<file path="config.mk">
export PLATFORM = sky130hd
export DESIGN_NAME = pcq_handler
export DESIGN_NICKNAME = d
export VERILOG_FILES = /design/src/verilog/pcq_pkg.sv /design/src/verilog/pcq_handler.sv
export SDC_FILE = /design/constraint.sdc
export NUM_CORES = 1
export LEC_CHECK = 0
export BUFFER_PORTS_ARGS = -buffer_cell sky130_fd_sc_hd__buf_2
export CAP_MARGIN = 10
export CORE_ASPECT_RATIO = 1.75
export CORE_MARGIN = 2
export CORE_UTILIZATION = 60
export DETAILED_ROUTE_END_ITERATION = 8
export PLACE_DENSITY = 0.81
export SLEW_MARGIN = 20
export SYNTH_ARGS = -nofsm -noshare
export SYNTH_HDL_FRONTEND = slang
export SYNTH_SLANG_ARGS = --single-unit
</file>
<file path="constraint.sdc">
create_clock -name clk -period 12.6 [get_ports clk]
set_input_delay 2.52 -clock clk [delete_from_list [all_inputs] [get_ports clk]]
set_output_delay 2.52 -clock clk [all_outputs]
set_load 0.01 [all_outputs]
</file>
<file path="src/verilog/pcq_pkg.sv">
// Constants and types for the control-plane query handler.
package pcq_pkg;
  // Register byte offsets.
  localparam logic [7:0] ADDR_CMD = 8'h00;
  localparam logic [7:0] ADDR_CONF = 8'h04;
  localparam logic [7:0] ADDR_CONF_TIME = 8'h08;
  localparam logic [7:0] ADDR_STATUS = 8'h0C;
  // Command opcodes.
  localparam logic [2:0] OP_GAIN_SET = 3'h1;
  localparam logic [2:0] OP_GAIN_GET = 3'h2;
  localparam logic [2:0] OP_TIME_GET = 3'h3;
  localparam logic [2:0] OP_CS_GET = 3'h4;
  localparam logic [2:0] OP_NOISE_GET = 3'h5;
  // Field positions.
  localparam int CMD_OP_LSB = 0;
  localparam int CMD_MODE_BIT = 3;
  localparam int CMD_GAIN_LSB = 8;
  localparam int CMD_MED_LSB = 16;
  localparam int CONF_VALID_BIT = 0;
  localparam int CONF_UNSUP_BIT = 1;
  localparam int CONF_OP_LSB = 2;
  localparam int CONF_FLAG_BIT = 5;
  localparam int CONF_HDR_BIT = 6;
  localparam int CONF_IDX_LSB = 8;
  localparam int CONF_MED_LSB = 16;
  localparam int STAT_CARRIER_BIT = 20;
  localparam int STAT_HDR_BIT = 21;
  localparam int STAT_MODE_BIT = 22;
  localparam int STAT_GAIN_LSB = 24;
  localparam int MEDIUM_RF_BIT = 7;
  // Modes and reset values.
  localparam logic MODE_AUTO = 1'b0;
  localparam logic MODE_MANUAL = 1'b1;
  localparam logic [3:0] GAIN_RESET_IDX = 4'h0;
  // Time base.
  localparam int TIME_W = 20;
  localparam int TIME_UNIT_NS = 10000;
  localparam int CLK_PERIOD_NS = 5;
  localparam int TICK_CYCLES = TIME_UNIT_NS / CLK_PERIOD_NS;
  // Level index scales.
  localparam logic [7:0] RSSI_BASE_DBUV = 8'h46;
  localparam logic [7:0] RSSI_STEP_DB = 8'h02;
  localparam logic [7:0] NOISE_BASE_DBUV = 8'h32;
  localparam logic [7:0] NOISE_STEP_DB = 8'h03;
  localparam int GAIN_STEP_MAX_DB = 6;
  localparam int GAIN_TOP_MIN_DB = 21;
  typedef enum logic [2:0] {CS_IDLE = 3'h1, CS_HDR = 3'h2, CS_FRAME = 3'h4} pcq_cs_t;
endpackage

</file>
<file path="src/verilog/pcq_handler.sv">
// Control-plane query handler: gain, time, carrier sense and noise commands over APB.
//
// Behaviour
// [RULE_01] Gain and carrier sense only on powerline.
// [RULE_02] Gain set carries mode, index, medium.
// [RULE_03] Auto mode starts from the set index.
// [RULE_04] Gain step never above six decibels.
// [RULE_05] Top gain reaches at least 21 dB.
// [RULE_06] Gain confirm returns mode, index, medium.
// [RULE_07] Time reported in 10 us units, 20 bits.
// [RULE_08] Carrier from preamble then valid header.
// [RULE_09] Carrier-found flag is one when present.
// [RULE_10] Signal index: 70 dBuV base, 2 dB steps.
// [RULE_11] No carrier gives zero time.
// [RULE_12] Header pending flag reports header end.
// [RULE_13] Decoded header gives absolute frame end.
// [RULE_14] Noise floor from a running estimator.
// [RULE_15] Noise index: 50 dBuV base, 3 dB steps.
// [RULE_16] Every command and confirm carries medium.
// [RULE_17] One confirm per command, in order.
`timescale 1ns/1ps
module pcq_handler #(
  parameter int GAIN_LEVELS = 8,
  parameter int MIN_GAIN_DB = 0,
  parameter int GAIN_STEP_DB = 3,
  parameter logic [19:0] HDR_UNITS = 20'h00007
) (
  input wire logic clk,
  input wire logic rst_b,
  input wire logic psel,
  input wire logic penable,
  input wire logic pwrite,
  input wire logic [7:0] paddr,
  input wire logic [31:0] pwdata,
  output logic [31:0] prdata,
  output logic pready,
  output logic pslverr,
  input wire logic rx_preamble_det,
  input wire logic rx_header_ok,
  input wire logic rx_header_bad,
  input wire logic [19:0] rx_frame_len,
  input wire logic rx_frame_done,
  input wire logic [7:0] rx_signal_dbuv,
  input wire logic [7:0] rx_noise_dbuv,
  input wire logic agc_gain_up,
  input wire logic agc_gain_down,
  output logic [3:0] rx_gain_index,
  output logic rx_gain_manual
);
  localparam int DIV_W = $clog2(pcq_pkg::TICK_CYCLES);
  localparam logic [DIV_W-1:0] DIV_LAST = DIV_W'(pcq_pkg::TICK_CYCLES - 1);
  localparam logic [3:0] GAIN_TOP = 4'(GAIN_LEVELS - 1); // RULE_05

  typedef struct packed {
    logic [DIV_W-1:0] div;
    logic tick;
    logic [19:0] now;
    pcq_pkg::pcq_cs_t cs;
    logic [19:0] hdr_end;
    logic [19:0] frame_end;
    logic [7:0] noise_avg;
    logic gain_mode;
    logic [3:0] gain_idx;
    logic [31:0] cmd_last;
    logic conf_valid;
    logic conf_unsup;
    logic [2:0] conf_op;
    logic conf_flag;
    logic conf_hdr;
    logic [3:0] conf_idx;
    logic [7:0] conf_med;
    logic [19:0] conf_time;
    logic [31:0] prdata;
    logic pready;
    logic pslverr;
  } pcq_state_t;

  pcq_state_t s_reg;
  pcq_state_t s_next;

  // Maps a level in dBuV to a 16-step index: index k covers up to base + k*step.
  function automatic logic [3:0] level_idx(input logic [7:0] x, input logic [7:0] base, input logic [7:0] step);
    logic [7:0] over;
    logic [8:0] q;
    over = (x > base) ? 8'(x - base) : 8'h00;
    q = 9'((9'(over) + 9'(step) - 9'h001) / 9'(step));
    return (q > 9'h00F) ? 4'hF : q[3:0];
  endfunction

  logic acc_first;
  logic complete;
  logic cmd_done;
  logic [2:0] cmd_op;
  logic cmd_rf;
  logic [3:0] cmd_gain;
  logic signed [9:0] noise_diff;

  assign acc_first = psel && penable && !s_reg.pready;
  assign complete = psel && penable && s_reg.pready;
  assign cmd_done = complete && pwrite && !s_reg.pslverr && (paddr == pcq_pkg::ADDR_CMD);
  assign cmd_op = pwdata[pcq_pkg::CMD_OP_LSB +: 3];
  assign cmd_rf = pwdata[pcq_pkg::CMD_MED_LSB + pcq_pkg::MEDIUM_RF_BIT];
  assign cmd_gain = pwdata[pcq_pkg::CMD_GAIN_LSB +: 4];
  assign noise_diff = $signed({2'b00, rx_noise_dbuv}) - $signed({2'b00, s_reg.noise_avg});

  always_comb
  begin
    s_next = s_reg;
    // Layer time advances once every 10 us.
    s_next.tick = (s_reg.div == DIV_LAST);
    s_next.div = s_next.tick ? '0 : DIV_W'(s_reg.div + 1'b1);
    if (s_reg.tick)
    begin
      s_next.now = 20'(s_reg.now + 20'h00001); // RULE_07
    end
    // Averaging only outside frames keeps the estimate free of signal power.
    if (s_reg.tick && (s_reg.cs == pcq_pkg::CS_IDLE))
    begin
      s_next.noise_avg = 8'($signed({2'b00, s_reg.noise_avg}) + (noise_diff >>> 2)); // RULE_14
    end
    // Carrier sense tracks preamble first, then the header verdict.
    case (s_reg.cs)
      pcq_pkg::CS_IDLE:
      begin
        if (rx_preamble_det)
        begin
          s_next.cs = pcq_pkg::CS_HDR; // RULE_08
          s_next.hdr_end = 20'(s_reg.now + HDR_UNITS);
        end
      end
      pcq_pkg::CS_HDR:
      begin
        if (rx_header_ok)
        begin
          s_next.cs = pcq_pkg::CS_FRAME; // RULE_08
          s_next.frame_end = 20'(s_reg.now + rx_frame_len); // RULE_13
        end
        else if (rx_header_bad)
        begin
          s_next.cs = pcq_pkg::CS_IDLE;
        end
      end
      pcq_pkg::CS_FRAME:
      begin
        if (rx_frame_done || (s_reg.tick && (s_reg.now == s_reg.frame_end)))
        begin
          s_next.cs = pcq_pkg::CS_IDLE;
        end
      end
      default:
      begin
        s_next.cs = pcq_pkg::CS_IDLE;
      end
    endcase
    // In auto mode the loop walks the gain within the implemented range.
    if (s_reg.gain_mode == pcq_pkg::MODE_AUTO)
    begin
      if (agc_gain_up && (s_reg.gain_idx < GAIN_TOP))
      begin
        s_next.gain_idx = 4'(s_reg.gain_idx + 4'h1); // RULE_03
      end
      else if (agc_gain_down && (s_reg.gain_idx != 4'h0))
      begin
        s_next.gain_idx = 4'(s_reg.gain_idx - 4'h1);
      end
    end
    // APB: the answer is prepared in the first access cycle, pready follows one cycle later.
    s_next.pready = acc_first;
    if (acc_first)
    begin
      s_next.prdata = 32'h0000_0000;
      s_next.pslverr = 1'b0;
      if (paddr == pcq_pkg::ADDR_CMD)
      begin
        s_next.prdata = s_reg.cmd_last;
        s_next.pslverr = pwrite && s_reg.conf_valid; // RULE_17
      end
      else if (paddr == pcq_pkg::ADDR_CONF)
      begin
        s_next.prdata[pcq_pkg::CONF_VALID_BIT] = s_reg.conf_valid;
        s_next.prdata[pcq_pkg::CONF_UNSUP_BIT] = s_reg.conf_unsup;
        s_next.prdata[pcq_pkg::CONF_OP_LSB +: 3] = s_reg.conf_op;
        s_next.prdata[pcq_pkg::CONF_FLAG_BIT] = s_reg.conf_flag;
        s_next.prdata[pcq_pkg::CONF_HDR_BIT] = s_reg.conf_hdr;
        s_next.prdata[pcq_pkg::CONF_IDX_LSB +: 4] = s_reg.conf_idx;
        s_next.prdata[pcq_pkg::CONF_MED_LSB +: 8] = s_reg.conf_med;
      end
      else if (paddr == pcq_pkg::ADDR_CONF_TIME)
      begin
        s_next.prdata[19:0] = s_reg.conf_time;
        s_next.pslverr = pwrite;
      end
      else if (paddr == pcq_pkg::ADDR_STATUS)
      begin
        s_next.prdata[19:0] = s_reg.now;
        s_next.prdata[pcq_pkg::STAT_CARRIER_BIT] = (s_reg.cs != pcq_pkg::CS_IDLE);
        s_next.prdata[pcq_pkg::STAT_HDR_BIT] = (s_reg.cs == pcq_pkg::CS_HDR);
        s_next.prdata[pcq_pkg::STAT_MODE_BIT] = s_reg.gain_mode;
        s_next.prdata[pcq_pkg::STAT_GAIN_LSB +: 4] = s_reg.gain_idx;
        s_next.pslverr = pwrite;
      end
      else
      begin
        s_next.pslverr = 1'b1;
      end
    end
    // Popping the confirm: write one to the valid bit.
    if (complete && pwrite && (paddr == pcq_pkg::ADDR_CONF) && pwdata[pcq_pkg::CONF_VALID_BIT])
    begin
      s_next.conf_valid = 1'b0;
    end
    // A command is refused while a confirm is unread, so confirms never overtake or drop.
    if (cmd_done)
    begin
      s_next.cmd_last = pwdata;
      s_next.conf_valid = 1'b1; // RULE_17
      s_next.conf_op = cmd_op;
      s_next.conf_med = pwdata[pcq_pkg::CMD_MED_LSB +: 8]; // RULE_16
      s_next.conf_unsup = 1'b0;
      s_next.conf_flag = 1'b0;
      s_next.conf_hdr = 1'b0;
      s_next.conf_idx = 4'h0;
      s_next.conf_time = 20'h00000;
      case (cmd_op)
        pcq_pkg::OP_GAIN_SET:
        begin
          if (cmd_rf)
          begin
            s_next.conf_unsup = 1'b1; // RULE_01
          end
          else
          begin
            s_next.gain_mode = pwdata[pcq_pkg::CMD_MODE_BIT]; // RULE_02
            s_next.gain_idx = (cmd_gain > GAIN_TOP) ? GAIN_TOP : cmd_gain; // RULE_03
            s_next.conf_flag = pwdata[pcq_pkg::CMD_MODE_BIT]; // RULE_06
            s_next.conf_idx = s_next.gain_idx;
          end
        end
        pcq_pkg::OP_GAIN_GET:
        begin
          if (cmd_rf)
          begin
            s_next.conf_unsup = 1'b1; // RULE_01
          end
          else
          begin
            s_next.conf_flag = s_reg.gain_mode; // RULE_06
            s_next.conf_idx = s_reg.gain_idx;
          end
        end
        pcq_pkg::OP_TIME_GET:
        begin
          s_next.conf_time = s_reg.now; // RULE_07
        end
        pcq_pkg::OP_CS_GET:
        begin
          if (cmd_rf)
          begin
            s_next.conf_unsup = 1'b1; // RULE_01
          end
          else if (s_reg.cs == pcq_pkg::CS_HDR)
          begin
            s_next.conf_flag = 1'b1; // RULE_09
            s_next.conf_hdr = 1'b1; // RULE_12
            s_next.conf_time = s_reg.hdr_end;
            s_next.conf_idx = level_idx(rx_signal_dbuv, pcq_pkg::RSSI_BASE_DBUV, pcq_pkg::RSSI_STEP_DB); // RULE_10
          end
          else if (s_reg.cs == pcq_pkg::CS_FRAME)
          begin
            s_next.conf_flag = 1'b1; // RULE_09
            s_next.conf_time = s_reg.frame_end; // RULE_13
            s_next.conf_idx = level_idx(rx_signal_dbuv, pcq_pkg::RSSI_BASE_DBUV, pcq_pkg::RSSI_STEP_DB); // RULE_10
          end
          else
          begin
            s_next.conf_time = 20'h00000; // RULE_11
          end
        end
        pcq_pkg::OP_NOISE_GET:
        begin
          s_next.conf_idx = level_idx(s_reg.noise_avg, pcq_pkg::NOISE_BASE_DBUV, pcq_pkg::NOISE_STEP_DB); // RULE_15
        end
        default:
        begin
          s_next.conf_unsup = 1'b1;
        end
      endcase
    end
  end

  always_ff @(posedge clk)
  begin
    if (!rst_b)
    begin
      s_reg <= '0;
      s_reg.cs <= pcq_pkg::CS_IDLE;
      s_reg.gain_mode <= pcq_pkg::MODE_AUTO;
      s_reg.gain_idx <= pcq_pkg::GAIN_RESET_IDX;
    end
    else
    begin
      s_reg <= s_next;
    end
  end

  assign prdata = s_reg.prdata;
  assign pready = s_reg.pready;
  assign pslverr = s_reg.pslverr;
  assign rx_gain_index = s_reg.gain_idx;
  assign rx_gain_manual = s_reg.gain_mode;
endmodule

</file>
==> impl_metrics.yaml, run 1 <==
sta:
  slew_violations: 0
  min_period_over_period: 0.4890
  skew_ns: 0.01156
  setup_tns_ns: 0
  setup_ws_ns: 6.439
  worst_pin_slew_ns: 1.114
  period_needed_ns: 6.161
  max_freq_mhz: 162.3
  finalSetupViolCount: 0
  slew_headroom: 0.2525
  rsz0062_at_grt: "false"
  whs_ns: 0.4512
  hold_viol_final: 0
floorplanning:
  fp.dieArea_um2: 20200
  coreArea_um2: 18660
  start_util: 0.6119
  num_rows: 66
  ios: 126
  die_w_um: 108.3
  die_h_um: 186.5
cts:
  htreeDepth: 4
  cts_buffers: 17
  hold_buffers: 0
  cts.repair.resized: 0
  cts_tree: "done"
  clkSinkCount: 182
  postCtsSetupRepairBufs: 0
  clkTransAtPathRegs_ns: 0.08
  clk_latency_ns: 0.44
  cts.path.max_buffers: 2
  root_buffer: "clkbuf_16"
critical_path:
  start_kind: "flip-flop"
  cp_max_fo: 21
  reg2reg_slack_ns: 6.44
  cp.required_ns: 12.93
  cp-end-kind: "flip-flop"
  reg2reg_to: "s_reg[62]"
  r2r_start: "s_reg[114]"
  reg2reg_depth: 16
  path_class: "reg2reg"
  arrival_ns: 6.49
  crit_start: "s_reg[114]"
placement:
  dp_slack_ns: 6.510
  gp_congestion: 0.9637
  dp.cells: 1676
  port-buffer-count: 125
  dpl.hpwl_um: 22110
synthesis:
  synth-edff-count: 0
  netlist_area_um2: 11420
  synth_top_cell_by_area: "dfxtp_1"
  syn-num-nets: 1573
  netlist_top_cells_area: "dfxtp_1, nor2_1, a21oi_1, nand2_1, ha_1"
  synthFlopType: "dfxtp_1"
  ys_seq_area_frac: 0.3191
  ys_warn_count: 0
  yosysTopAreaCellShare: 0.3191
  synth.distinct_cells: 92
  yosysMostFrequentCell: "nor2_1"
  async_reset_ff_frac: 0
  synth-seq-cells: 182
  postSynthAreaPerCell_um2: 7.941
  yosys-top-cells-count: "nor2_1, dfxtp_1, nand2_1, a21oi_1, clkbuf_1"
  synthCells: 1438
flow_run:
  maxCapViolations: 0
global_route:
  gr-usage-met2: 0.5418
  track_usage: 0.3004
  grt_use_met1: 0.3242
  grt_pass1_vias: 10318
  grt_pass1_wl_um: 49150
  grt_max_degree: 88
  grt_antenna_before_repair: 0
  overflow: 0
  grt-busiest-layer: "met2"
  grt_use_met3: 0.04715
cells_and_area:
  fin_nets: 1592
  seq_area_um2: 3643
  diodes: 0
  nFillCells: 1630
  largest_reg_flops: 143
  area_growth_pct: 7.921
  fin_cells: 1708
  drive_gt1_frac: 0.1449
  multi_input_area_um2: 6979
  post-route-util: 0.6604
worst_hold_path:
  min_to: "prdata[30]"
  min_from: "prdata[30]"
  hp-class: "reg2reg"
  hold_depth: 2
detailed_routing:
  viasPerCell: 6.214
  first_pass_iters: 9
  drt_iter0_markers: 934
  drt-total-wl_um: 30290
  route.vias.total: 10613
  drc: 0
  ant_nets: 0
  drt-wirelength-per-cell_um: 17.74
power:
  p_seq_frac: 0.482
  switching_share: 0.2751
  pwr-share-comb: 0.110
  switching_power_uw: 348.3
  p_leak_uw: 0.004669
  power_per_cell_area_nw_per_um2: 102.7
  vdd_drop_max_mv: 0.07859
  power_frac_clock: 0.408
  intPower_uw: 917.9
run_status:
  status: "finished clean"
## cell families (layout without fill, tap and decap cells)
kind of cell             Yosys count  in the layout  synth area share
adder cells (fa/ha/maj)           48             48           0.05391
AND/OR/NAND/NOR                  538            538            0.2172
other                              1              1         0.0003284
XOR/XNOR                         105            105           0.08053
multiplexers                      28             28           0.03769
flip-flops                       182            182            0.3191
buffers and inverters            171            203           0.07166
AO/OA/AOI/OAI                    365            365            0.2197
## worst max-delay path: stages, from the launching register on
cell      delay, ns
dfxtp_1        0.79
nand2_1        0.21
o21a_1         0.37
nor2_1         0.35
ha_1           0.43
nor4bb_1       0.28
a31oi_1        0.13
a2111o_1       0.56
nor3_4         0.39
nor2_2         0.05
a221o_1        0.39
a311oi_4       0.56
mux2_4         0.35
a221oi_2       0.29
o21a_2         0.21
mux2_4         0.30
o41a_1         0.36
## per-stage QoR
stage	total power (µW)	area [µm²]
after floorplan	721.3	11420
after global placement	757.5	11750
after detailed placement	760.5	11750
after CTS	1271	12320
after global routing	1312	12320
final	1266	12320
## power by group through the flow
stage	clock network (µW)	registers, µW	logic (µW)
finish	517	610	140
global route	544	611	157
CTS	522	610	139
detailed placement	0	623	138
global placement	0	623	135
floorplan	0	616	105
## layout make-up
class | count | area share
inverters | 37 | 0.01147
repair buffers | 134 | 0.05624
clock inverters | 14 | 0.01056
well taps | 238 | 0.02416
multi-input cells | 1085 | 0.5663
clock buffers | 18 | 0.03563
flip-flops and latches | 182 | 0.2956
## how the worst max path moves through the flow
stage                      endpoint  slack (ns)  cells after the start
after global placement    s_reg[62]        6.78                     16
final                     s_reg[62]        6.44                     16
after floorplan           s_reg[62]        7.19                     20
after CTS                 s_reg[62]        6.52                     16
after detailed placement  s_reg[62]        6.51                     16
after global routing      s_reg[62]        5.93                     18
## routing by layer
layer / vias up / wire length, µm
li1: 5150 / -
met1: 4989 / 11400
met2: 360 / 15980
met3: 114 / 1335
met4: 0 / 1572
met5: - / 0
## placed cells by master (no fill, tap or decap), drive strengths merged, types with 8 or more instances in the layout
| cell | count |
|---|---|
| a211oi | 35 |
| a21o | 13 |
| a21oi | 126 |
| a221oi | 12 |
| a222oi | 20 |
| a22oi | 23 |
| a311oi | 9 |
| a31oi | 13 |
| and2 | 11 |
| and3 | 11 |
| buf | 134 |
| clkbuf | 18 |
| dfxtp | 182 |
| ha | 46 |
| inv | 46 |
| mux2i | 13 |
| mux4 | 11 |
| nand2 | 162 |
| nand2b | 12 |
| nand3 | 34 |
| nand3b | 9 |
| nand4 | 20 |
| nor2 | 192 |
| nor2b | 9 |
| nor3 | 37 |
| o21ai | 46 |
| or3 | 8 |
| xnor2 | 63 |
| xor2 | 42 |
No activity file was read; power rests on OpenSTA's default activity.
==> run 2, diff against run 1 <==
--- a/config.mk
+++ b/config.mk
@@ -9,9 +9,9 @@
 export CAP_MARGIN = 10
 export CORE_ASPECT_RATIO = 1.75
 export CORE_MARGIN = 2
-export CORE_UTILIZATION = 60
+export CORE_UTILIZATION = 54
 export DETAILED_ROUTE_END_ITERATION = 8
-export PLACE_DENSITY = 0.81
+export PLACE_DENSITY = 0.77
 export SLEW_MARGIN = 20
 export SYNTH_ARGS = -nofsm -noshare
 export SYNTH_HDL_FRONTEND = slang
==> constraint.sdc (replaced) <==
create_clock -name clk -period 5.1 [get_ports clk]
set_input_delay 1.02 -clock clk [delete_from_list [all_inputs] [get_ports clk]]
set_output_delay 1.02 -clock clk [all_outputs]
set_load 0.01 [all_outputs]
==> run 2 against run 1 <==
Sequential share of layout area down 0.75 points. Via count is 0.13% higher. Largest cell class unchanged. First-iteration DRC count shrank 2.0%. Critical path depth increased by 1. Fmax increased by 27%. Non-clock buffer count is 30 higher. Clock power rose to 2.5 times the previous value. Combinational power is 150% higher. Register-to-register slack lost 6.2 ns. Global-route usage shrank 1.6 points. Die area grew 11%. Design area increased by 2.7%.
==> impl_metrics.yaml, run 2 (same netlist as run 1, synthesis figures left out) <==
critical_path:
  cp_slowest_cell: "a311oi_2"
  arrival_ns: 5.18
  reg2reg_to: "s_reg[62]"
  path_class: "reg2reg"
  cpLargestDelayFamily: "compound AO/OA/AOI/OAI gates"
  cp_max_fo: 10
  r2r_start: "s_reg[112]"
  critical_path.max_stage_delay_ns: 0.50
  reg2reg_slack_ns: 0.25
  crit_buf_inv: 2
  cp.required_ns: 5.43
  path_cells: "inv_1 -> ha_1 -> nor2_2 -> ha_4 -> nor4bb_1 -> a31oi_1 -> a2111o_1 -> nor3_4 -> buf_4 -> a21oi_1 -> a311oi_2 -> a311oi_4 -> mux2_4 -> a221oi_2 -> o21a_2 -> mux2_4 -> o41a_1"
  crit_top_cell: "mux2_4"
  start_kind: "flip-flop"
  cp-end-kind: "flip-flop"
  reg2reg_depth: 17
detailed_routing:
  drt_iter0_markers: 915
  viasPerCell: 6.062
  first_pass_iters: 9
  ant_nets: 0
  drt-wirelength-per-cell_um: 18.26
  drt-total-wl_um: 32000
  route.vias.total: 10627
  drc: 0
cts:
  cts_tree: "done"
  clkTransAtPathRegs_ns: 0.07
  root_buffer: "clkbuf_16"
  clk_latency_ns: 0.44
  clkSinkCount: 182
  htreeDepth: 4
  cts.path.max_buffers: 2
  cts_buffers: 17
  postCtsSetupRepairBufs: 0
worst_hold_path:
  hold_depth: 2
  min_to: "prdata[28]"
  min_from: "prdata[28]"
  hp-class: "reg2reg"
cells_and_area:
  area_growth_pct: 10.78
  layout_commonest_cell: "nor2_1"
  post-route-util: 0.6069
  mostFrequentLayoutCells: "nor2_1, dfxtp_1, nand2_1"
  final_area_um2: 12650
  fin_nets: 1622
  drive_gt1_frac: 0.1653
  largest_reg_flops: 143
global_route:
  overflow: 0
  grt_pass1_wl_um: 51030
  grt_max_degree: 95
  track_usage: 0.2839
  grt_pass1_vias: 10344
  grt_antenna_before_repair: 1
floorplanning:
  ios: 126
  coreArea_um2: 20850
  start_util: 0.5478
  num_rows: 70
  die_w_um: 113.9
  fp.dieArea_um2: 22370
  die_h_um: 196.4
power:
  vdd_drop_max_mv: 0.1774
  power_per_cell_area_nw_per_um2: 250.3
  p_leak_uw: 0.004828
placement:
  dpl.hpwl_um: 23750
  port-buffer-count: 125
  place_area_um2: 12010
  gp_congestion: 0.9290
sta:
  slew_violations: 0
  period_needed_ns: 4.852
  min_period_over_period: 0.9515
  max_freq_mhz: 206.1
  worst_pin_slew_ns: 1.276
  finalSetupViolCount: 0
  hold_viol_final: 0
  setup_tns_ns: 0
  slew_headroom: 0.1438
  skew_ns: 0.009338
flow_run:
  maxCapViolations: 0
run_status:
  status: "finished clean"
run 2: final cells by class:
cell class | instances | area (µm²)
diodes | 1 | 2.502
clock buffers | 17 | 425.4
clock inverters | 15 | 167.7
fillers | 1848 | 8194
inverters | 37 | 141.4
multi-input cells | 1085 | 7023
flip-flops and latches | 182 | 3645
well taps | 252 | 315.3
repair buffers | 164 | 930.9
run 2: how the worst max path moves through the flow:
stage,startpoint,cells after the start,slack (ns),endpoint
after CTS,s_reg[112],17,0.09,s_reg[62]
final,s_reg[112],17,0.25,s_reg[62]
after floorplan,s_reg[112],20,0.02,s_reg[62]
after global routing,s_reg[112],18,-0.01,s_reg[62]
after global placement,s_reg[112],18,0.07,s_reg[62]
after detailed placement,s_reg[112],18,0.02,s_reg[62]
run 2: stage by stage:
stage / instances / setup WS, ns / total power (µW) / hold WS [ns]
after floorplan: 1438 / 0.02289 / 1782 / 0.4287
after global placement: 1720 / 0.07150 / 1873 / 0.4345
after detailed placement: 1720 / 0.01515 / 1880 / 0.4403
after CTS: 1752 / 0.09151 / 3177 / 0.4496
after global routing: 1753 / -0.009817 / 3285 / 0.4662
final: 1753 / 0.2476 / 3166 / 0.4489
run 2: worst min-delay path: stages, from the launching register on:
cell and delay (ns):
dfxtp_1 0.31, nand2_1 0.05, a21oi_1 0.05
run 2: report_power, final:
| part | internal, µW | switching (µW) | total (µW) |
|---|---|---|---|
| sequential | 1460 | 48.9 | 1510 |
| clock | 696 | 617 | 1310 |
| combinational | 149 | 197 | 346 |
run 2: layer usage:
layer / share of wire / vias to the layer above / GRT usage / routed length, µm
met5: 0 / - / 0 / 0
met2: 0.53 / 303 / 0.5258 / 17050
met1: 0.38 / 5028 / 0.3052 / 12090
met4: 0.052 / 0 / 0.1536 / 1670
met3: 0.037 / 95 / 0.03967 / 1191
li1: - / 5201 / - / -
run 2: repair_timing:
action	4_1_cts	5_1_grt
cloned	0	0
hold buffers	0	0
pin swaps	0	1
setup endpoints to repair	1	1
resized for setup	1	7
